==> config.mk <==
export PLATFORM = sky130hd
export DESIGN_NAME = adc_sequence_control
export DESIGN_NICKNAME = d
export VERILOG_FILES = /design/src/hw/adc_seq_pkg.sv /design/src/hw/adc_sequence_control.sv
export SDC_FILE = /design/constraint.sdc
export NUM_CORES = 1
export LEC_CHECK = 0
export ABC_AREA = 1
export ABC_CLOCK_PERIOD_IN_PS = 2800
export BUFFER_PORTS_ARGS = -buffer_cell sky130_fd_sc_hd__buf_2
export CAP_MARGIN = 10
export CORE_AREA = 3 3 137 139
export DETAILED_ROUTE_END_ITERATION = 10
export DIE_AREA = 0 0 140 142
export GPL_TIMING_DRIVEN = 0
export SYNTH_ARGS = -nofsm -noshare
export SYNTH_HDL_FRONTEND = slang
export SYNTH_SLANG_ARGS = --single-unit
==> constraint.sdc <==
create_clock -name clk -period 2.8 [get_ports clk]
set_input_delay 0.28 -clock clk [delete_from_list [all_inputs] [get_ports clk]]
set_output_delay 0.28 -clock clk [all_outputs]
set_load 0.02 [all_outputs]
==> src/hw/adc_seq_pkg.sv <==
// Package: register map, field positions and encodings for the converter sequencer
package adc_seq_pkg;
   // Register byte addresses
   localparam logic [7:0] CTRL1_ADDR = 8'h00;
   localparam logic [7:0] CTRL2_ADDR = 8'h04;
   localparam logic [7:0] PINCFG_ADDR = 8'h08;
   localparam logic [7:0] RESULT_ADDR = 8'h0c;
   localparam logic [7:0] STATUS_ADDR = 8'h10;
   localparam logic [7:0] DMABUF_ADDR = 8'h14;
   // Control 1 field positions
   localparam int ON_BIT = 15;
   localparam int SIDL_BIT = 13;
   localparam int DMABM_BIT = 12;
   localparam int RES_BIT = 10;
   localparam int FORM_LSB = 8;
   localparam int TRIG_LSB = 5;
   localparam int SIM_BIT = 3;
   localparam int AUTO_SAMPLE_START_BIT = 2;
   localparam int SAMPLE_ENABLE_BIT = 1;
   localparam int DONE_BIT = 0;
   // Writable masks, unimplemented bits read zero
   localparam logic [15:0] CTRL1_MASK = 16'hb7ee;
   localparam logic [15:0] CTRL2_MASK = 16'h073c;
   localparam logic [15:0] CTRL1_RESET = 16'h0000;
   // Control 2 field positions
   localparam int SCAN_BIT = 10;
   localparam int CHPS_LSB = 8;
   localparam int SMPI_LSB = 2;
   // Trigger encodings
   localparam logic [2:0] TRIG_MANUAL = 3'h0;
   localparam logic [2:0] TRIG_EXTINT = 3'h1;
   localparam logic [2:0] TRIG_TMRA = 3'h2;
   localparam logic [2:0] TRIG_TMRB = 3'h4;
   localparam logic [2:0] TRIG_AUTO = 3'h7;
   // Result formats
   localparam logic [1:0] FMT_SFRAC = 2'h3;
   localparam logic [1:0] FMT_FRAC = 2'h2;
   localparam logic [1:0] FMT_SINT = 2'h1;
   localparam logic [1:0] FMT_INT = 2'h0;
   localparam int NUM_BUFS = 16;
   localparam logic [3:0] LAST_BUF = 4'hf;
   localparam int DMABL_W = 3;
endpackage

==> src/hw/adc_sequence_control.sv <==
// Sequencer, control register and result formatting for a SAR converter
//
// The APB interface to the registers and the register addresses are this design's own decisions.
`timescale 1ns/1ps
`default_nettype none
// Contract
// - Samples-per-interrupt count decides when complete flag sets; interrupt only if enabled.
// - With scanning on, scan list restarts at first entry on count reached.
// - Without DMA, results fill 16 buffers in turn; pointer wraps on count.
// - With DMA, single buffer overwritten per conversion; reader must keep up.
// - Done clears when conversion starts, sets at completion, holds through sampling.
// - Pin is digital input only when both modules configure it digital.
// - Module-on bit runs the converter; off holds it idle.
// - Stop-in-idle halts operation in Idle mode; clear continues.
// - Build mode set gives conversion-order addresses (from bufPtr, which stays 0 in a DMA build); clear gives scatter/gather addresses.
// - Resolution bit selects 12-bit single channel or 10-bit four channel.
// - 10-bit results formatted by four format codes.
// - 12-bit results use same codes with four trailing zeros for fractions.
// - Trigger field: counter, external edge, or software clear ends sampling.
// - Timer compare triggers: codes 010 and 100 pick the two timers.
// - Simultaneous sampling per channel count; bit reads zero in 12-bit mode.
// - Auto-sample restarts sampling after conversion and sets sample bit.
// - Code 000 software ends sampling; else hardware clears sample bit.
// - Software may clear done, writes of one ignored, conversion unaffected.
// - Count value N means event after every N+1 conversions.
// - Channel count: 00 ch0, 01 ch0-1, 1x ch0-3.
module adc_sequence_control #(
   parameter bit HAS_DMA = 1'b0
) (
   input wire logic clk,
   input wire logic rst_n,
   input wire logic psel,
   input wire logic penable,
   input wire logic pwrite,
   input wire logic [7:0] paddr,
   input wire logic [31:0] pwdata,
   output logic [31:0] prdata,
   output logic pready,
   output logic pslverr,
   input wire logic idleMode,
   input wire logic extIntEdge,
   input wire logic timer3Match,
   input wire logic timer5Match,
   input wire logic sampleTimeDone,
   input wire logic convDone,
   input wire logic [11:0] convData,
   input wire logic [4:0] inputIndex,
   input wire logic [2:0] dmaBufLen,
   input wire logic [15:0] otherPinCfg,
   input wire logic [15:0] pinRaw,
   input wire logic intEnable,
   output logic sampling,
   output logic convStart,
   output logic moduleRun,
   output logic twelveBit,
   output logic [1:0] activeChannels,
   output logic simSample,
   output logic scanRestart,
   output logic [3:0] bufPtr,
   output logic intFlag,
   output logic adcIrq,
   output logic dmaReq,
   output logic [15:0] dmaAddr,
   output logic [15:0] pinDigital
);
   localparam bit SECOND_MODULE = 1'b0; // Module 1 timer mapping
   logic rstMeta_ff, rstSync_ff;
   logic [15:0] ctrl1_ff;
   logic [15:0] ctrl2_ff;
   logic [15:0] pinCfg_ff;
   logic [15:0] result_ff [0:15];
   logic [3:0] bufPtr_ff;
   logic [3:0] smpCnt_ff;
   logic converting_ff;
   logic intFlag_ff;
   logic dmaReq_ff;
   logic scanRestart_ff;
   logic [15:0] dmaAddr_ff;
   logic [31:0] prdata_ff;
   logic [15:0] rdWord;
   logic wrEn, rdEn, endSample, countHit, running, trigOk, timerHit;
   logic [2:0] trig;
   logic [15:0] fmtWord;

   // ----------------------------------------------------------------
   // Reset synchroniser
   // ----------------------------------------------------------------
   // Release is delayed two clocks so all flops leave reset together
   always_ff @(posedge clk or negedge rst_n) begin
      if (!rst_n) begin
         rstMeta_ff <= 1'b0;
         rstSync_ff <= 1'b0;
      end else begin
         rstMeta_ff <= 1'b1;
         rstSync_ff <= rstMeta_ff;
      end
   end

   // Formats a raw sample per resolution and format code
   function automatic logic [15:0] format_result(input logic [11:0] d, input logic b12, input logic [1:0] f);
      logic [15:0] r;
      r = 16'h0000;
      if (b12) begin
         unique case (f)
            adc_seq_pkg::FMT_SFRAC: r = {~d[11], d[10:0], 4'h0};
            adc_seq_pkg::FMT_FRAC: r = {d[11:0], 4'h0};
            adc_seq_pkg::FMT_SINT: r = {{5{~d[11]}}, d[10:0]};
            adc_seq_pkg::FMT_INT: r = {4'h0, d[11:0]};
         endcase
      end else begin
         unique case (f)
            adc_seq_pkg::FMT_SFRAC: r = {~d[9], d[8:0], 6'h00};
            adc_seq_pkg::FMT_FRAC: r = {d[9:0], 6'h00};
            adc_seq_pkg::FMT_SINT: r = {{7{~d[9]}}, d[8:0]};
            adc_seq_pkg::FMT_INT: r = {6'h00, d[9:0]};
         endcase
      end
      return r;
   endfunction

   // ----------------------------------------------------------------
   // Bus decode and sequencing terms
   // ----------------------------------------------------------------
   // Zero-wait slave: every access completes in its first access cycle
   assign pready = 1'b1;
   assign wrEn = psel & penable & pwrite;
   assign rdEn = psel & penable & ~pwrite;
   assign pslverr = psel & penable & (paddr > adc_seq_pkg::DMABUF_ADDR);
   assign trig = ctrl1_ff[adc_seq_pkg::TRIG_LSB +: 3];
   assign twelveBit = ctrl1_ff[adc_seq_pkg::RES_BIT];
   assign running = ctrl1_ff[adc_seq_pkg::ON_BIT]
                    & ~(ctrl1_ff[adc_seq_pkg::SIDL_BIT] & idleMode);
   assign moduleRun = running;
   // Timer pair swaps between modules
   assign timerHit = (trig == adc_seq_pkg::TRIG_TMRA) ? (SECOND_MODULE ? timer5Match : timer3Match)
                     : (SECOND_MODULE ? timer3Match : timer5Match);
   // Reserved codes never end sampling
   always_comb begin
      unique case (trig)
         adc_seq_pkg::TRIG_AUTO: trigOk = sampleTimeDone;
         adc_seq_pkg::TRIG_EXTINT: trigOk = extIntEdge;
         adc_seq_pkg::TRIG_TMRA, adc_seq_pkg::TRIG_TMRB: trigOk = timerHit;
         default: trigOk = 1'b0;
      endcase
   end
   // Software ending of manual sampling: sample bit written low while set
   assign endSample = running & ctrl1_ff[adc_seq_pkg::SAMPLE_ENABLE_BIT] & ~converting_ff
                      & ((trig == adc_seq_pkg::TRIG_MANUAL)
                         ? (wrEn & (paddr == adc_seq_pkg::CTRL1_ADDR) & ~pwdata[adc_seq_pkg::SAMPLE_ENABLE_BIT])
                         : trigOk);
   assign convStart = endSample;
   assign sampling = ctrl1_ff[adc_seq_pkg::SAMPLE_ENABLE_BIT];
   assign countHit = running & converting_ff & convDone
                     & (smpCnt_ff == ctrl2_ff[adc_seq_pkg::SMPI_LSB +: 4]);
   // Channel count collapses to one in 12-bit mode
   assign activeChannels = twelveBit ? 2'h0
                           : (ctrl2_ff[adc_seq_pkg::CHPS_LSB + 1] ? 2'h3
                              : {1'b0, ctrl2_ff[adc_seq_pkg::CHPS_LSB]});
   assign simSample = ctrl1_ff[adc_seq_pkg::SIM_BIT] & (activeChannels != 2'h0);
   assign fmtWord = format_result(convData, twelveBit, ctrl1_ff[adc_seq_pkg::FORM_LSB +: 2]);

   // ----------------------------------------------------------------
   // Control register 1
   // ----------------------------------------------------------------
   // Hardware set of done wins over a software clear in the same cycle
   always_ff @(posedge clk or negedge rstSync_ff) begin
      if (!rstSync_ff) begin
         ctrl1_ff <= adc_seq_pkg::CTRL1_RESET;
      end else begin
         if (wrEn && paddr == adc_seq_pkg::CTRL1_ADDR) begin
            ctrl1_ff[15:2] <= pwdata[15:2] & adc_seq_pkg::CTRL1_MASK[15:2];
            // Sample bit set only by software when auto-start is off
            if (pwdata[adc_seq_pkg::SAMPLE_ENABLE_BIT] && !pwdata[adc_seq_pkg::AUTO_SAMPLE_START_BIT]) begin
               ctrl1_ff[adc_seq_pkg::SAMPLE_ENABLE_BIT] <= 1'b1;
            end
            if (!pwdata[adc_seq_pkg::DONE_BIT]) begin
               ctrl1_ff[adc_seq_pkg::DONE_BIT] <= 1'b0;
            end
            if (pwdata[adc_seq_pkg::RES_BIT]) begin
               ctrl1_ff[adc_seq_pkg::SIM_BIT] <= 1'b0;
            end
         end
         if (endSample) begin
            ctrl1_ff[adc_seq_pkg::SAMPLE_ENABLE_BIT] <= 1'b0;
            ctrl1_ff[adc_seq_pkg::DONE_BIT] <= 1'b0;
         end
         if (running && converting_ff && convDone) begin
            ctrl1_ff[adc_seq_pkg::DONE_BIT] <= 1'b1;
            ctrl1_ff[adc_seq_pkg::SAMPLE_ENABLE_BIT] <= ctrl1_ff[adc_seq_pkg::AUTO_SAMPLE_START_BIT];
         end
      end
   end

   // ----------------------------------------------------------------
   // Other software registers
   // ----------------------------------------------------------------
   always_ff @(posedge clk or negedge rstSync_ff) begin
      if (!rstSync_ff) begin
         ctrl2_ff <= 16'h0000;
         pinCfg_ff <= 16'h0000;
      end else if (wrEn) begin
         if (paddr == adc_seq_pkg::CTRL2_ADDR) begin
            ctrl2_ff <= pwdata[15:0] & adc_seq_pkg::CTRL2_MASK;
         end
         if (paddr == adc_seq_pkg::PINCFG_ADDR) begin
            pinCfg_ff <= pwdata[15:0];
         end
      end
   end
   // Digital buffer only enabled when both modules agree
   assign pinDigital = pinCfg_ff & otherPinCfg & pinRaw;

   // ----------------------------------------------------------------
   // Conversion tracking and sample counter
   // ----------------------------------------------------------------
   always_ff @(posedge clk or negedge rstSync_ff) begin
      if (!rstSync_ff) begin
         converting_ff <= 1'b0;
         smpCnt_ff <= 4'h0;
      end else begin
         if (!running) begin
            converting_ff <= 1'b0;
         end else if (endSample) begin
            converting_ff <= 1'b1;
         end else if (convDone) begin
            converting_ff <= 1'b0;
         end
         if (countHit) begin
            smpCnt_ff <= 4'h0;
         end else if (running && converting_ff && convDone) begin
            smpCnt_ff <= smpCnt_ff + 4'h1;
         end
      end
   end

   // ----------------------------------------------------------------
   // Result storage and pointer
   // ----------------------------------------------------------------
   // A DMA build keeps one word that every conversion overwrites
   always_ff @(posedge clk or negedge rstSync_ff) begin
      if (!rstSync_ff) begin
         bufPtr_ff <= 4'h0;
         for (int i = 0; i < adc_seq_pkg::NUM_BUFS; i++) begin
            result_ff[i] <= 16'h0000;
         end
      end else if (running && converting_ff && convDone) begin
         if (HAS_DMA) begin
            result_ff[0] <= fmtWord;
         end else begin
            result_ff[bufPtr_ff] <= fmtWord;
            bufPtr_ff <= (countHit || bufPtr_ff == adc_seq_pkg::LAST_BUF) ? 4'h0 : bufPtr_ff + 4'h1;
         end
      end
   end
   assign bufPtr = bufPtr_ff;

   // ----------------------------------------------------------------
   // Completion events, scan restart and DMA address
   // ----------------------------------------------------------------
   // Flag is sticky; a software clear loses to a same-cycle event
   always_ff @(posedge clk or negedge rstSync_ff) begin
      if (!rstSync_ff) begin
         intFlag_ff <= 1'b0;
         dmaReq_ff <= 1'b0;
         scanRestart_ff <= 1'b0;
         dmaAddr_ff <= 16'h0000;
      end else begin
         dmaReq_ff <= countHit;
         scanRestart_ff <= countHit & ctrl2_ff[adc_seq_pkg::SCAN_BIT];
         if (countHit) begin
            intFlag_ff <= 1'b1;
         end else if (wrEn && paddr == adc_seq_pkg::STATUS_ADDR && pwdata[0]) begin
            intFlag_ff <= 1'b0;
         end
         if (running && converting_ff && convDone) begin
            if (ctrl1_ff[adc_seq_pkg::DMABM_BIT]) begin
               dmaAddr_ff <= {12'h000, bufPtr_ff};
            end else begin
               dmaAddr_ff <= 16'((32'(inputIndex) << dmaBufLen) + 32'(smpCnt_ff & ((4'h1 << dmaBufLen) - 4'h1)));
            end
         end
      end
   end
   assign intFlag = intFlag_ff;
   assign adcIrq = intFlag_ff & intEnable;
   assign dmaReq = dmaReq_ff;
   assign scanRestart = scanRestart_ff;
   assign dmaAddr = dmaAddr_ff;

   // ----------------------------------------------------------------
   // Read data
   // ----------------------------------------------------------------
   always_comb begin
      rdWord = 16'h0000;
      unique case (paddr)
         adc_seq_pkg::CTRL1_ADDR: rdWord = ctrl1_ff;
         adc_seq_pkg::CTRL2_ADDR: rdWord = ctrl2_ff;
         adc_seq_pkg::PINCFG_ADDR: rdWord = pinCfg_ff;
         adc_seq_pkg::RESULT_ADDR: rdWord = HAS_DMA ? result_ff[0] : result_ff[paddr[5:2] - paddr[5:2]];
         adc_seq_pkg::STATUS_ADDR: rdWord = {7'h00, converting_ff, smpCnt_ff, bufPtr_ff};
         adc_seq_pkg::DMABUF_ADDR: rdWord = dmaAddr_ff;
         default: rdWord = 16'h0000;
      endcase
   end
   always_ff @(posedge clk or negedge rstSync_ff) begin
      if (!rstSync_ff) begin
         prdata_ff <= 32'h0000_0000;
      end else if (psel && !penable && !pwrite) begin
         prdata_ff <= {16'h0000, rdWord};
      end
   end
   assign prdata = prdata_ff;

   // ----------------------------------------------------------------
   // Checks
   // ----------------------------------------------------------------
   a_done_on_complete: assert property (@(posedge clk) disable iff (!rstSync_ff)
      (running && converting_ff && convDone) |=> ctrl1_ff[adc_seq_pkg::DONE_BIT]) else $error("done not set");
   a_done_clear_start: assert property (@(posedge clk) disable iff (!rstSync_ff)
      (endSample && !convDone) |=> !ctrl1_ff[adc_seq_pkg::DONE_BIT]) else $error("done not cleared");
   a_sample_enable_auto_end: assert property (@(posedge clk) disable iff (!rstSync_ff)
      endSample |=> !ctrl1_ff[adc_seq_pkg::SAMPLE_ENABLE_BIT]) else $error("sample not ended");
   a_reserved_trig: assert property (@(posedge clk) disable iff (!rstSync_ff)
      (trig == 3'h3 || trig == 3'h5 || trig == 3'h6) |-> !endSample) else $error("reserved trigger started");
   a_irq_gate: assert property (@(posedge clk) disable iff (!rstSync_ff)
      countHit |=> intFlag && (adcIrq == intEnable)) else $error("interrupt flag missing");
   a_off_no_start: assert property (@(posedge clk) disable iff (!rstSync_ff)
      !ctrl1_ff[adc_seq_pkg::ON_BIT] |-> !convStart) else $error("start while off");
   a_idle_halt: assert property (@(posedge clk) disable iff (!rstSync_ff)
      (ctrl1_ff[adc_seq_pkg::SIDL_BIT] && idleMode) |-> !moduleRun) else $error("runs in idle");
   a_ptr_wrap: assert property (@(posedge clk) disable iff (!rstSync_ff)
      (countHit && !HAS_DMA) |=> bufPtr == 4'h0) else $error("pointer not reset");
   a_scan_restart: assert property (@(posedge clk) disable iff (!rstSync_ff)
      (countHit && ctrl2_ff[adc_seq_pkg::SCAN_BIT]) |=> scanRestart) else $error("scan not restarted");
   a_pin_digital: assert property (@(posedge clk) disable iff (!rstSync_ff)
      (pinDigital & ~(pinCfg_ff & otherPinCfg)) == 16'h0000) else $error("pin gating wrong");
   a_sim_12bit: assert property (@(posedge clk) disable iff (!rstSync_ff)
      twelveBit |-> !simSample) else $error("simultaneous in 12-bit");
endmodule
`default_nettype wire

==> reports/results.tsv, run 1 <==
stage	metric	value	unit
routing	Final ANT Viol Nets	0	
cells_and_area	most frequent cells in the layout	218 x nand2_1, 152 x buf_2, 94 x dfrtp_1	
routing	via/cell ratio	4.703	
sta	Rel. slew slack	53.40	%
critical_path	critical path type	in -> reg	
global_route	GRT Total Usage	17.75	%
cts	TritonCTS buffer count	9	
critical_path	Setup crit start	dmaBufLen[2]	
critical_path	CP Launch Type	input port	
critical_path	worst flop-to-flop path endpoint	dmaAddr[6]	
cts	Clock Sinks	95	
synth	Cells after Synth	733	
hold_path	worst min path class	in -> reg	
sta	period utilisation layout	74.64	%
sta	Fin. Hold Viols	0	
sta	Final Max Slew Viols	0	
die	die width	140	um
critical_path	r2r setup slk	0.75	ns
synth	Synth Register Bits	95	
cells_and_area	ant diodes	0	
placement	gpl congestion	0.9067	
routing	DRT Pass-1 Iters	5	
global_route	global-route wire length before repair	27500	um
die	Die ar.	19880	um2
sta	post-route setup TNS	0	ns
cts	clk buf depth	2	
critical_path	Critical Path RT	3.04	ns
sta	Worst Skew	0.007953	ns
placement	Area after DPL	6598	um2
critical_path	Reg2Reg Depth	10	
global_route	GRT overflow	0	
pwr	Overall Power	0.002852	W
job	max cap viols	0	
critical_path	FF-to-FF Start	smpCnt_ff[0]	
routing	DR iter-0 viols	420	
die	Die Ht	142	um
critical_path	crit path DAT	2.33	ns
sta	RSZ-0062 raised after global routing	no	
routing	DRC Markers	0	
sta	fmax	478.5	MHz
cts	CTS tree	built	
routing	routed wire length	17920	um
die	I/O pin count	185	
cts	clock latency on the worst-skew pair	0.36	ns
placement	port buffer count	147	
synth	sequential area share after synthesis	43.44	%
pwr	Power Dens Cells	415.2	nW/um2
critical_path	crit path capture type	register	
pwr	Leakage	3.849	nW
die	row count	49	
cts	register clock-pin slew on the reported worst setup and hold paths	0.07	ns
critical_path	Max FO, Critical Path	10	
hold_path	Hold Crit Depth	2	
placement	hpwl dp	14180	um
critical_path	crit path cell chain	buf_2 -> clkbuf_1 -> nor2_1 -> inv_1 -> nor2_1 -> ha_1 -> fa_1 -> nand3_1 -> nand3_1 -> nand3_1 -> nor2_1 -> o21ai_0 -> o21ai_0	
cells_and_area	nets	1024	
cells_and_area	layout cell share with drive strength beyond 1	23.66	%
critical_path	Bufs and invs on worst path	3	
critical_path	Critical Path Max Stage Delay	0.41	ns
global_route	vias in the first global route	4997	
cells_and_area	post-route cell area	6869	um2
hold_path	hold wc startpoint	convDone	
hold_path	WHS Endpoint	converting_ff	
die	area of the core	17780	um2
die	Initial Utilization	30.78	%
critical_path	slowest cell on the critical path	fa_1	
cts	CTS H-tree lvls	3	
global_route	initial antenna violation count	1	
cts	# Post-CTS Setup Buffers	0	
critical_path	crit-path leading delay family	adder cells	
routing	Vias	5390	
global_route	largest net degree at the start of global routing	51	
sta	Slew @ Worst Pin	0.6951	ns
pwr	largest vdd supply drop	0.1902	mV
sta	Final min period	2.090	ns
routing	wire per inst	15.63	um
synth	Syn Area/Cell	7.466	um2
synth	synthesized cell area	5473	um2
synth	yosys warns	0	
cells_and_area	FILL cells	1900	
cells_and_area	Layout Area Growth over Synthesis	25.51	%
sta	Final setup viols	0	
cts	CTS root buffer	clkbuf_16	
synth	Distinct cells, synth	44	
status	outcome	completed	
cells_and_area	most common cell after layout, fill and taps aside	nand2_1	
-- timing repair --
item                                   4_1_cts  5_1_grt
hold buffers                                 1        0
gates resized for setup                      0        0
endpoints found under the hold margin        2        0
-- layout make-up --
| class | count | area [um2] | share of cell area (%) |
|---|---|---|---|
| Timing Repair Buffer | 149 | 773.2 | 11.26 |
| Clock inverter | 3 | 21.27 | 0.3097 |
| Sequential cell | 95 | 2381 | 34.66 |
| Inverter | 95 | 356.6 | 5.191 |
| Multi-Input combinational cell | 521 | 2530 | 36.83 |
| Buffer | 41 | 280.3 | 4.080 |
| Tap cell | 229 | 286.5 | 4.171 |
| Clock buffer | 13 | 240.2 | 3.497 |
-- power by group --
group / leakage, nW / switching [W] / internal (W)
combinational: 2.58 / 0.000184 / 0.000118
sequential: 1.15 / 0.0000238 / 0.00138
clock: 0.124 / 0.000538 / 0.000604
-- cells by family after synthesis --
group / after synthesis / share of synthesized area [%]
simple gates: 355 / 27.98
buf+inv: 136 / 11.64
compound gates: 128 / 13.17
flops: 95 / 43.44
fa+ha+maj: 8 / 1.966
xor+xnor: 7 / 1.120
other cells: 2 / 0.1372
mux: 2 / 0.5487
-- per-layer routing --
metal,up-vias,GRT usage [%],share of wire (%)
met5,-,0,0.050
met4,2,5.558,1.7
met3,17,3.629,6.7
met2,192,28.99,46
met1,2494,23.88,45
li1,2685,-,-
-- cells in the mapped netlist (all sizes together) --
| library cell | count | area [um2] |
|---|---|---|
| o221ai | 3 | 26.28 |
| dfrtp | 95 | 2377 |
| nor3 | 7 | 67.56 |
| nor2 | 54 | 220.2 |
| mux2 | 2 | 30.03 |
| o21ai | 76 | 384.1 |
| nor4 | 2 | 12.51 |
| xor2 | 1 | 8.760 |
| a31oi | 3 | 18.77 |
| a211oi | 1 | 7.510 |
| a32o | 1 | 10.01 |
| o211ai | 7 | 52.55 |
| ha | 7 | 87.58 |
| nand2 | 221 | 842.1 |
| clkinv | 1 | 3.750 |
| a22oi | 2 | 15.01 |
| o21bai | 1 | 7.510 |
| inv | 94 | 352.8 |
| o31ai | 2 | 15.01 |
| conb | 2 | 7.510 |
| clkbuf | 8 | 30.03 |
| xnor2 | 6 | 52.55 |
| o22ai | 13 | 81.33 |
| and3 | 11 | 68.82 |
| a21oi | 17 | 85.08 |
| or2 | 1 | 6.260 |
| fa | 1 | 20.02 |
| buf | 33 | 250.2 |
| a41oi | 2 | 17.52 |
| nand4 | 1 | 6.260 |
| nand3 | 58 | 307.8 |
-- how the worst max path moves through the flow --
stage / slack [ns] / cells past startpoint / end
final: 0.71 / 13 / dmaAddr[6]
after global routing: 0.47 / 14 / dmaAddr[6]
after CTS: 0.71 / 13 / dmaAddr[6]
after detailed placement: 0.35 / 13 / dmaAddr[6]
after global placement: 0.34 / 13 / dmaAddr[6]
after floorplan: 0.76 / 14 / dmaAddr[8]
-- worst register-to-register path: stages, from the launching register on --
cell and delay [ns]:
dfrtp_1 0.41, inv_1 0.18, a21oi_1 0.07, ha_1 0.22
fa_1 0.41, nand3_1 0.09, nand3_1 0.09, nand3_1 0.14
nor2_1 0.05, o21ai_0 0.16, o21ai_0 0.11
-- flip-flops by register name (all words and copies together), names as in the netlist --
name and cells:
bufPtr 4, pinCfg_ff 16, dmaAddr 13, rstMeta_ff 1, result_ff 16, scanRestart 1, converting_ff 1, ctrl1_ff 13
intFlag 1, smpCnt_ff 4, ctrl2_ff 7, dmaReq 1, prdata 16, rstSync_ff 1
-- metrics by stage --
stage          hold WS, ns  std cells  setup WS, ns  util (%)
2_1_floorplan     -0.01559        752        0.7596         -
3_3_place_gp       0.06696       1128        0.3440     36.94
3_5_place_dp       0.06911       1129        0.3486     37.11
4_1_cts             0.1266       1146        0.7137     38.63
5_1_grt             0.1385       1146        0.4666     38.63
6_report            0.1327       1146        0.7101     38.63
Note: power is estimated with default switching activity, not from simulation.
==> run 2, diff against run 1 <==
--- a/config.mk
+++ b/config.mk
@@ -6,7 +6,7 @@
 export NUM_CORES = 1
 export LEC_CHECK = 0
 export ABC_AREA = 1
-export ABC_CLOCK_PERIOD_IN_PS = 2800
+export ABC_CLOCK_PERIOD_IN_PS = 2100
 export BUFFER_PORTS_ARGS = -buffer_cell sky130_fd_sc_hd__buf_2
 export CAP_MARGIN = 10
 export CORE_AREA = 3 3 137 139
==> constraint.sdc (replaced) <==
create_clock -name clk -period 2.1 [get_ports clk]
set_input_delay 0.21 -clock clk [delete_from_list [all_inputs] [get_ports clk]]
set_output_delay 0.21 -clock clk [all_outputs]
set_load 0.02 [all_outputs]
==> run 2 against run 1 <==
  * Die area unchanged
  * Wire length up 0.19%
  * Combinational power up 33%
  * Via count up 0.61%
  * Register-to-register slack worse by 0.58 ns
  * Sequential power up 33%
  * Non-clock buffer count up 1
  * Clock-buffer cell count unchanged
  * Final cell count about the same
  * Largest power group unchanged
==> reports/results.tsv, run 2 (synthesis results as in run 1) <==
stage	metric	value	unit	change
status	outcome	completed		
die	die width	140	um	unchanged
hold_path	worst min path class	in -> reg		
critical_path	CP Launch Type	register		
cells_and_area	area of the multi-input gates	2535	um2	+0.20%
critical_path	Critical Path End	dmaAddr[6]		
sta	Final Max Slew Viols	0		unchanged
die	I/O pin count	185		unchanged
placement	gpl congestion	0.9067		unchanged
critical_path	crit path DAT	2.17	ns	-0.16 ns
die	area of the core	17780	um2	unchanged
critical_path	worst flop-to-flop path endpoint	dmaAddr[6]		
critical_path	Setup crit start	smpCnt_ff[0]		
cts	clk buf depth	2		unchanged
sta	post-route setup TNS	0	ns	unchanged
cts	Clock Sinks	95		unchanged
cells_and_area	Final Core Density	38.73	%	+0.091 points
critical_path	critical path type	reg -> reg		
sta	Rel. slew slack	53.29	%	-0.11 points
routing	Vias	5423		+0.61%
cts	CTS root buffer	clkbuf_16		
cells_and_area	layout cell share with drive strength beyond 1	24.18	%	+0.52 points
routing	routed wire length	17950	um	+0.19%
critical_path	FF-to-FF Start	smpCnt_ff[0]		
cells_and_area	ant diodes	0		unchanged
job	max cap viols	0		unchanged
pwr	largest vdd supply drop	0.2543	mV	+34%
sta	Fin. Hold Viols	0		unchanged
sta	Final min period	1.927	ns	
cells_and_area	Reg area	2381	um2	unchanged
die	Die Ht	142	um	unchanged
routing	DRT Pass-1 Iters	5		unchanged
cells_and_area	non-filler instance count after layout	1147		+0.087%
routing	DRC Markers	0		unchanged
sta	Worst Skew	0.007356	ns	-0.0005970 ns
global_route	initial antenna violation count	1		unchanged
sta	fmax	519.0	MHz	
cts	clock latency on the worst-skew pair	0.36	ns	about the same
placement	number of instances in the placed design	1129		unchanged
critical_path	crit path capture type	register		
die	Initial Utilization	30.78	%	unchanged
placement	hpwl dp	14180	um	unchanged
cells_and_area	nets	1025		+0.098%
cells_and_area	most common cell after layout, fill and taps aside	nand2_1		
cts	CTS H-tree lvls	3		unchanged
global_route	vias in the first global route	4997		unchanged
cts	TritonCTS buffer count	9		unchanged
die	row count	49		unchanged
pwr	Leakage	3.855	nW	+0.15%
critical_path	Reg2Reg Depth	10		unchanged
routing	Final ANT Viol Nets	0		unchanged
cts	register clock-pin slew on the reported worst setup and hold paths	0.07	ns	about the same
routing	DR iter-0 viols	438		+4.3%
placement	port buffer count	147		unchanged
cells_and_area	FILL cells	1895		-0.26%
sta	Slew @ Worst Pin	0.6968	ns	+0.001668 ns
cts	CTS tree	built		
sta	period utilisation layout	91.75	%	
die	Die ar.	19880	um2	unchanged
critical_path	Max FO, Critical Path	4		-6
pwr	Power Dens Cells	553.1	nW/um2	+33%
global_route	GRT overflow	0		unchanged
critical_path	Critical Path RT	2.34	ns	-0.70 ns
routing	wire per inst	15.65	um	+0.10%
cells_and_area	most frequent cells in the layout	218 x nand2_1, 152 x buf_2, 94 x dfrtp_1		
critical_path	r2r setup slk	0.17	ns	-0.58 ns
sta	Final setup viols	0		unchanged
hold_path	Hold Crit Depth	2		unchanged
routing	via/cell ratio	4.728		+0.52%
global_route	GRT Total Usage	17.75	%	unchanged
global_route	largest net degree at the start of global routing	51		unchanged
global_route	global-route wire length before repair	27500	um	unchanged
cells_and_area	Layout Area Growth over Synthesis	25.81	%	
-- run 2: changes by cell type in the layout (fill, tap and decap cells not counted), sizes merged --
| cell | change |
|---|---|
| clkbuf | -1 |
| buf | +2 |
-- run 2: how the worst min path moves through the flow --
stage,from,end,slack (ns)
after floorplan,rst_n,rstMeta_ff,-0.09
after global placement,rst_n,rstMeta_ff,-0.003
after detailed placement,rst_n,rstMeta_ff,-0.0009
after CTS,convDone,converting_ff,0.06
after global routing,convDone,converting_ff,0.07
final,convDone,converting_ff,0.06
-- run 2: power by group --
part | switching [W] | total, W | internal [W]
sequential | 0.0000317 | 0.00188 | 0.00185
clock | 0.000722 | 0.00153 | 0.000806
combinational | 0.000246 | 0.000403 | 0.000157
-- run 2: layout make-up --
type / instances / area share (%)
clock inverters: 3 / 0.3089
plain buffers: 40 / 4.016
clock buffers: 13 / 3.489
flip-flops and latches: 95 / 34.58
multi-input cells: 521 / 36.82
well taps: 229 / 4.161
inverters: 95 / 5.179
repair buffers: 151 / 11.45
-- run 2: repair_timing --
action / in CTS / in global routing
endpoints found under the setup margin: 0 / 3
hold buffers: 1 / 0
setup buffers: 0 / 2
gates resized for setup: 0 / 3
endpoints found under the hold margin: 2 / 0
-- run 2: layer usage --
| metal | up-vias | GRT usage [%] | share of wire, % |
|---|---|---|---|
| met3 | 18 | 3.629 | 7.3 |
| li1 | 2693 | - | - |
| met1 | 2508 | 23.88 | 44 |
| met4 | 2 | 5.558 | 1.7 |
| met2 | 202 | 28.99 | 47 |
| met5 | - | 0 | 0.050 |
-- run 2: worst max-delay path, stage by stage (launching register included) --
cell     delay (ns)
dfrtp_1        0.42
inv_2          0.11
a21oi_1        0.05
ha_1           0.22
fa_2           0.36
nand3_1        0.08
nand3_1        0.09
nand3_1        0.16
nor2_1         0.06
o21ai_0        0.16
o21ai_0        0.10
-- run 2: through the flow --
stage,total power [W],area (um2),setup WS (ns),hold slack (ns)
global placement,0.002304,6568,-0.2860,-0.003038
detailed placement,0.002314,6598,-0.2814,-0.0008882
CTS,0.003839,6869,0.05467,0.05660
finish,0.003808,6885,0.1732,0.06223
floorplan,0.002143,5545,0.1296,-0.08559
global route,0.003952,6885,-0.001241,0.06846
==> run 3, diff against run 2 <==
--- a/config.mk
+++ b/config.mk
@@ -5,13 +5,12 @@
 export SDC_FILE = /design/constraint.sdc
 export NUM_CORES = 1
 export LEC_CHECK = 0
-export ABC_AREA = 1
 export ABC_CLOCK_PERIOD_IN_PS = 2100
 export BUFFER_PORTS_ARGS = -buffer_cell sky130_fd_sc_hd__buf_2
 export CAP_MARGIN = 10
-export CORE_AREA = 3 3 137 139
+export CORE_AREA = 3 3 140 142
 export DETAILED_ROUTE_END_ITERATION = 10
-export DIE_AREA = 0 0 140 142
+export DIE_AREA = 0 0 143 145
 export GPL_TIMING_DRIVEN = 0
 export SYNTH_ARGS = -nofsm -noshare
 export SYNTH_HDL_FRONTEND = slang
==> run 3 against run 2 <==
  * Register-to-register slack got worse by 0.09 ns
  * Sequential share of layout area is 1.6 points lower
  * Critical path type unchanged
  * Highest routed layer is now met4
  * Utilization grew 0.19 points
  * Wire length rose by 1.1%
  * Clock-buffer cell count is 3 lower
==> reports/results.tsv, run 3 <==
stage	metric	value	unit	change
critical_path	Critical Path RT	2.33	ns	about the same
hold_path	worst min path class	in -> reg		
pwr	Leakage	3.606	nW	-6.4%
synth	sequential area share after synthesis	41.91	%	-1.5 points
routing	wire per inst	18.24	um	+17%
placement	hpwl dp	14150	um	-0.19%
critical_path	worst flop-to-flop path endpoint	dmaAddr[8]		
sta	period utilisation layout	95.99	%	+4.2 points
placement	port buffer count	147		unchanged
cells_and_area	Layout Area Growth over Synthesis	27.49	%	
synth	ys flop type	dfrtp_1		
cells_and_area	nets	869		-15%
cts	TritonCTS buffer count	9		unchanged
synth	cell with the most instances after synthesis	dfrtp_1		
cells_and_area	layout cell share with drive strength beyond 1	36.05	%	+12 points
sta	Final min period	2.016	ns	+0.08893 ns
cts	register clock-pin slew on the reported worst setup and hold paths	0.06	ns	about the same
critical_path	FF-to-FF Start	smpCnt_ff[0]		
cts	clock latency on the worst-skew pair	0.35	ns	about the same
die	Initial Utilization	30.53	%	-0.26 points
die	Die ar.	20740	um2	+4.3%
critical_path	critical path type	reg -> reg		
routing	DRT Pass-1 Iters	5		unchanged
die	row count	50		+2.0%
critical_path	crit path capture type	register		
placement	gpl congestion	0.8766		-3.3%
critical_path	CP Launch Type	register		
routing	Vias	5095		-6.0%
global_route	global-route wire length before repair	28440	um	+3.4%
critical_path	Reg2Reg Depth	8		-2
die	die width	143	um	+2.1%
cts	clk buf depth	2		unchanged
routing	DRC Markers	0		unchanged
cells_and_area	most frequent cells in the layout	153 x buf_2, 92 x dfrtp_1, 56 x nand2_1		
synth	synthesized cell area	5672	um2	+3.6%
placement	number of instances in the placed design	976		-14%
cts	CTS root buffer	clkbuf_16		
pwr	Power Dens Cells	558.6	nW/um2	+1.0%
critical_path	Max FO, Critical Path	7		+3
sta	Final setup viols	0		unchanged
sta	Final Max Slew Viols	0		unchanged
hold_path	WHS Endpoint	pinCfg_ff[11]		
synth	post-synth top area share	41.91	%	-1.5 points
die	Die Ht	145	um	+2.1%
sta	fmax	496.1	MHz	-4.4%
hold_path	hold wc startpoint	pwdata[11]		
sta	worst setup margin	0.08429	ns	-0.08893 ns
critical_path	r2r setup slk	0.08	ns	-0.09 ns
synth	area leader, netlist	dfrtp_1		
synth	Syn Area/Cell	9.864	um2	+32%
sta	Fin. Hold Viols	0		unchanged
pwr	Overall Power	0.004039	W	+6.1%
global_route	largest net degree at the start of global routing	55		+7.8%
global_route	vias in the first global route	4929		-1.4%
routing	routed wire length	18150	um	+1.1%
routing	Final ANT Viol Nets	0		unchanged
cells_and_area	non-filler instance count after layout	995		-13%
synth	async set-reset flop share out of synthesis	100.0	%	unchanged
synth	top cells by count, synth	95 x dfrtp_1, 57 x nand2_1, 39 x mux2_2, 39 x nor2_1, 37 x o21ai_0		
placement	pre-CTS setup slack	-0.3470	ns	-0.06570 ns
sta	Slew @ Worst Pin	0.6027	ns	-0.09416 ns
sta	post-route setup TNS	0	ns	unchanged
die	I/O pin count	185		unchanged
cts	Clock Sinks	95		unchanged
synth	Distinct cells, synth	70		+59%
cts	CTS tree	built		
cells_and_area	FILL cells	1848		-2.5%
cells_and_area	Final Core Density	38.92	%	+0.19 points
job	max cap viols	0		unchanged
global_route	GRT Total Usage	17.57	%	-0.18 points
hold_path	Hold Crit Depth	2		unchanged
pwr	largest vdd supply drop	0.3779	mV	+49%
synth	Synth Register Bits	95		unchanged
synth	yosys warns	0		unchanged
sta	RSZ-0062 raised after global routing	yes		
global_route	initial antenna violation count	1		unchanged
routing	via/cell ratio	5.121		+8.3%
sta	Worst Skew	0.007834	ns	+0.0004780 ns
global_route	GRT overflow	0		unchanged
sta	Rel. slew slack	59.67	%	+6.4 points
cts	CTS H-tree lvls	3		unchanged
cells_and_area	most common cell after layout, fill and taps aside	buf_2		
synth	Cells after Synth	575		-22%
synth	EDFF count, synth	0		unchanged
synth	top post-synthesis cells by area	dfrtp_1 42%, mux2_2 7.7%, mux2i_1 4.1%, nand2_1 3.8%, o21ai_0 3.3%		
critical_path	crit path DAT	2.25	ns	+0.08 ns
die	area of the core	18580	um2	+4.5%
routing	DR iter-0 viols	385		-12%
status	outcome	completed		
[run 3: cell count changes in the layout (fill, tap and decap cells not counted), sizes merged, moves of 7 or more]
cell    change
clkbuf     +11
o31ai       +7
inv        -84
o21ai      -39
mux2       +47
nor4        +7
nand3      -48
mux2i      +23
nor2       -14
nand2     -163
o22ai       -7
nand2b     +14
and3        +9
[run 3: cells by family (layout without fill, tap and decap cells)]
kind of cell | Yosys count | in the layout | synth area share, %
adders and majority gates | 8 | 8 | 1.897
AOI/OAI and AO/OA | 132 | 132 | 15.62
muxes | 72 | 72 | 14.45
DFF | 95 | 95 | 41.91
xor gates and xnor gates | 13 | 13 | 2.008
and+or+nand+nor | 190 | 190 | 18.18
buffers and inverters | 63 | 229 | 5.802
other | 2 | 22 | 0.1324
[run 3: final cells by class]
cell class	instances	area, um2	area share [%]
Clock inverter	4	73.82	1.021
Timing Repair Buffer	153	805.8	11.14
Inverter	10	37.54	0.5191
Buffer	52	299.0	4.136
Antenna cell	1	2.502	0.03461
Clock buffer	10	229.0	3.167
Multi-Input combinational cell	436	3107	42.97
Sequential cell	95	2384	32.96
Tap cell	234	292.8	4.049
[run 3: timing repair]
item | 4_1_cts | 5_1_grt
resized for setup | 7 | 10
buffers inserted | 0 | 4
pin swaps | 0 | 3
hold buffers | 1 | 0
setup endpoints to repair | 42 | 18
endpoints found under the hold margin | 2 | 0
[run 3: worst max path at each step]
stage	slack (ns)	cells past startpoint	start	endpoint
after floorplan	0.009	10	dmaBufLen[0]	dmaAddr[8]
after global placement	-0.35	10	dmaBufLen[1]	dmaAddr[8]
after detailed placement	-0.35	10	dmaBufLen[1]	dmaAddr[8]
after CTS	-0.02	3	ctrl1_ff[5]	convStart
after global routing	-0.06	11	dmaBufLen[1]	dmaAddr[8]
final	0.08	8	smpCnt_ff[0]	dmaAddr[8]
[run 3: power breakdown]
part | switching, W | internal (W)
combinational | 0.000262 | 0.000184
sequential | 0.0000282 | 0.00184
clock | 0.000693 | 0.00103
total | 0.000983 | 0.00306
[run 3: metrics by stage]
step	cell area [um2]	hold WS (ns)
after floorplan	5786	-0.08559
after global placement	6814	-0.004769
after detailed placement	6844	-0.004137
after CTS	7178	0.08554
after global routing	7231	0.1011
final	7231	0.09196
[run 3: worst max-delay path: stages, from the launching register on]
cell and delay [ns]:
dfrtp_2 0.46, o21a_1 0.16, ha_2 0.21, fa_2 0.23, nand3_2 0.08, nand2_2 0.12
o311ai_1 0.13, nand2b_1 0.18, a221o_1 0.33
[run 3: metal layers]
layer | global-route usage [%] | routed length [um]
met5 | 0 | 0
met2 | 25.89 | 8123
met4 | 4.230 | 176
met1 | 26.32 | 8551
met3 | 3.593 | 1295
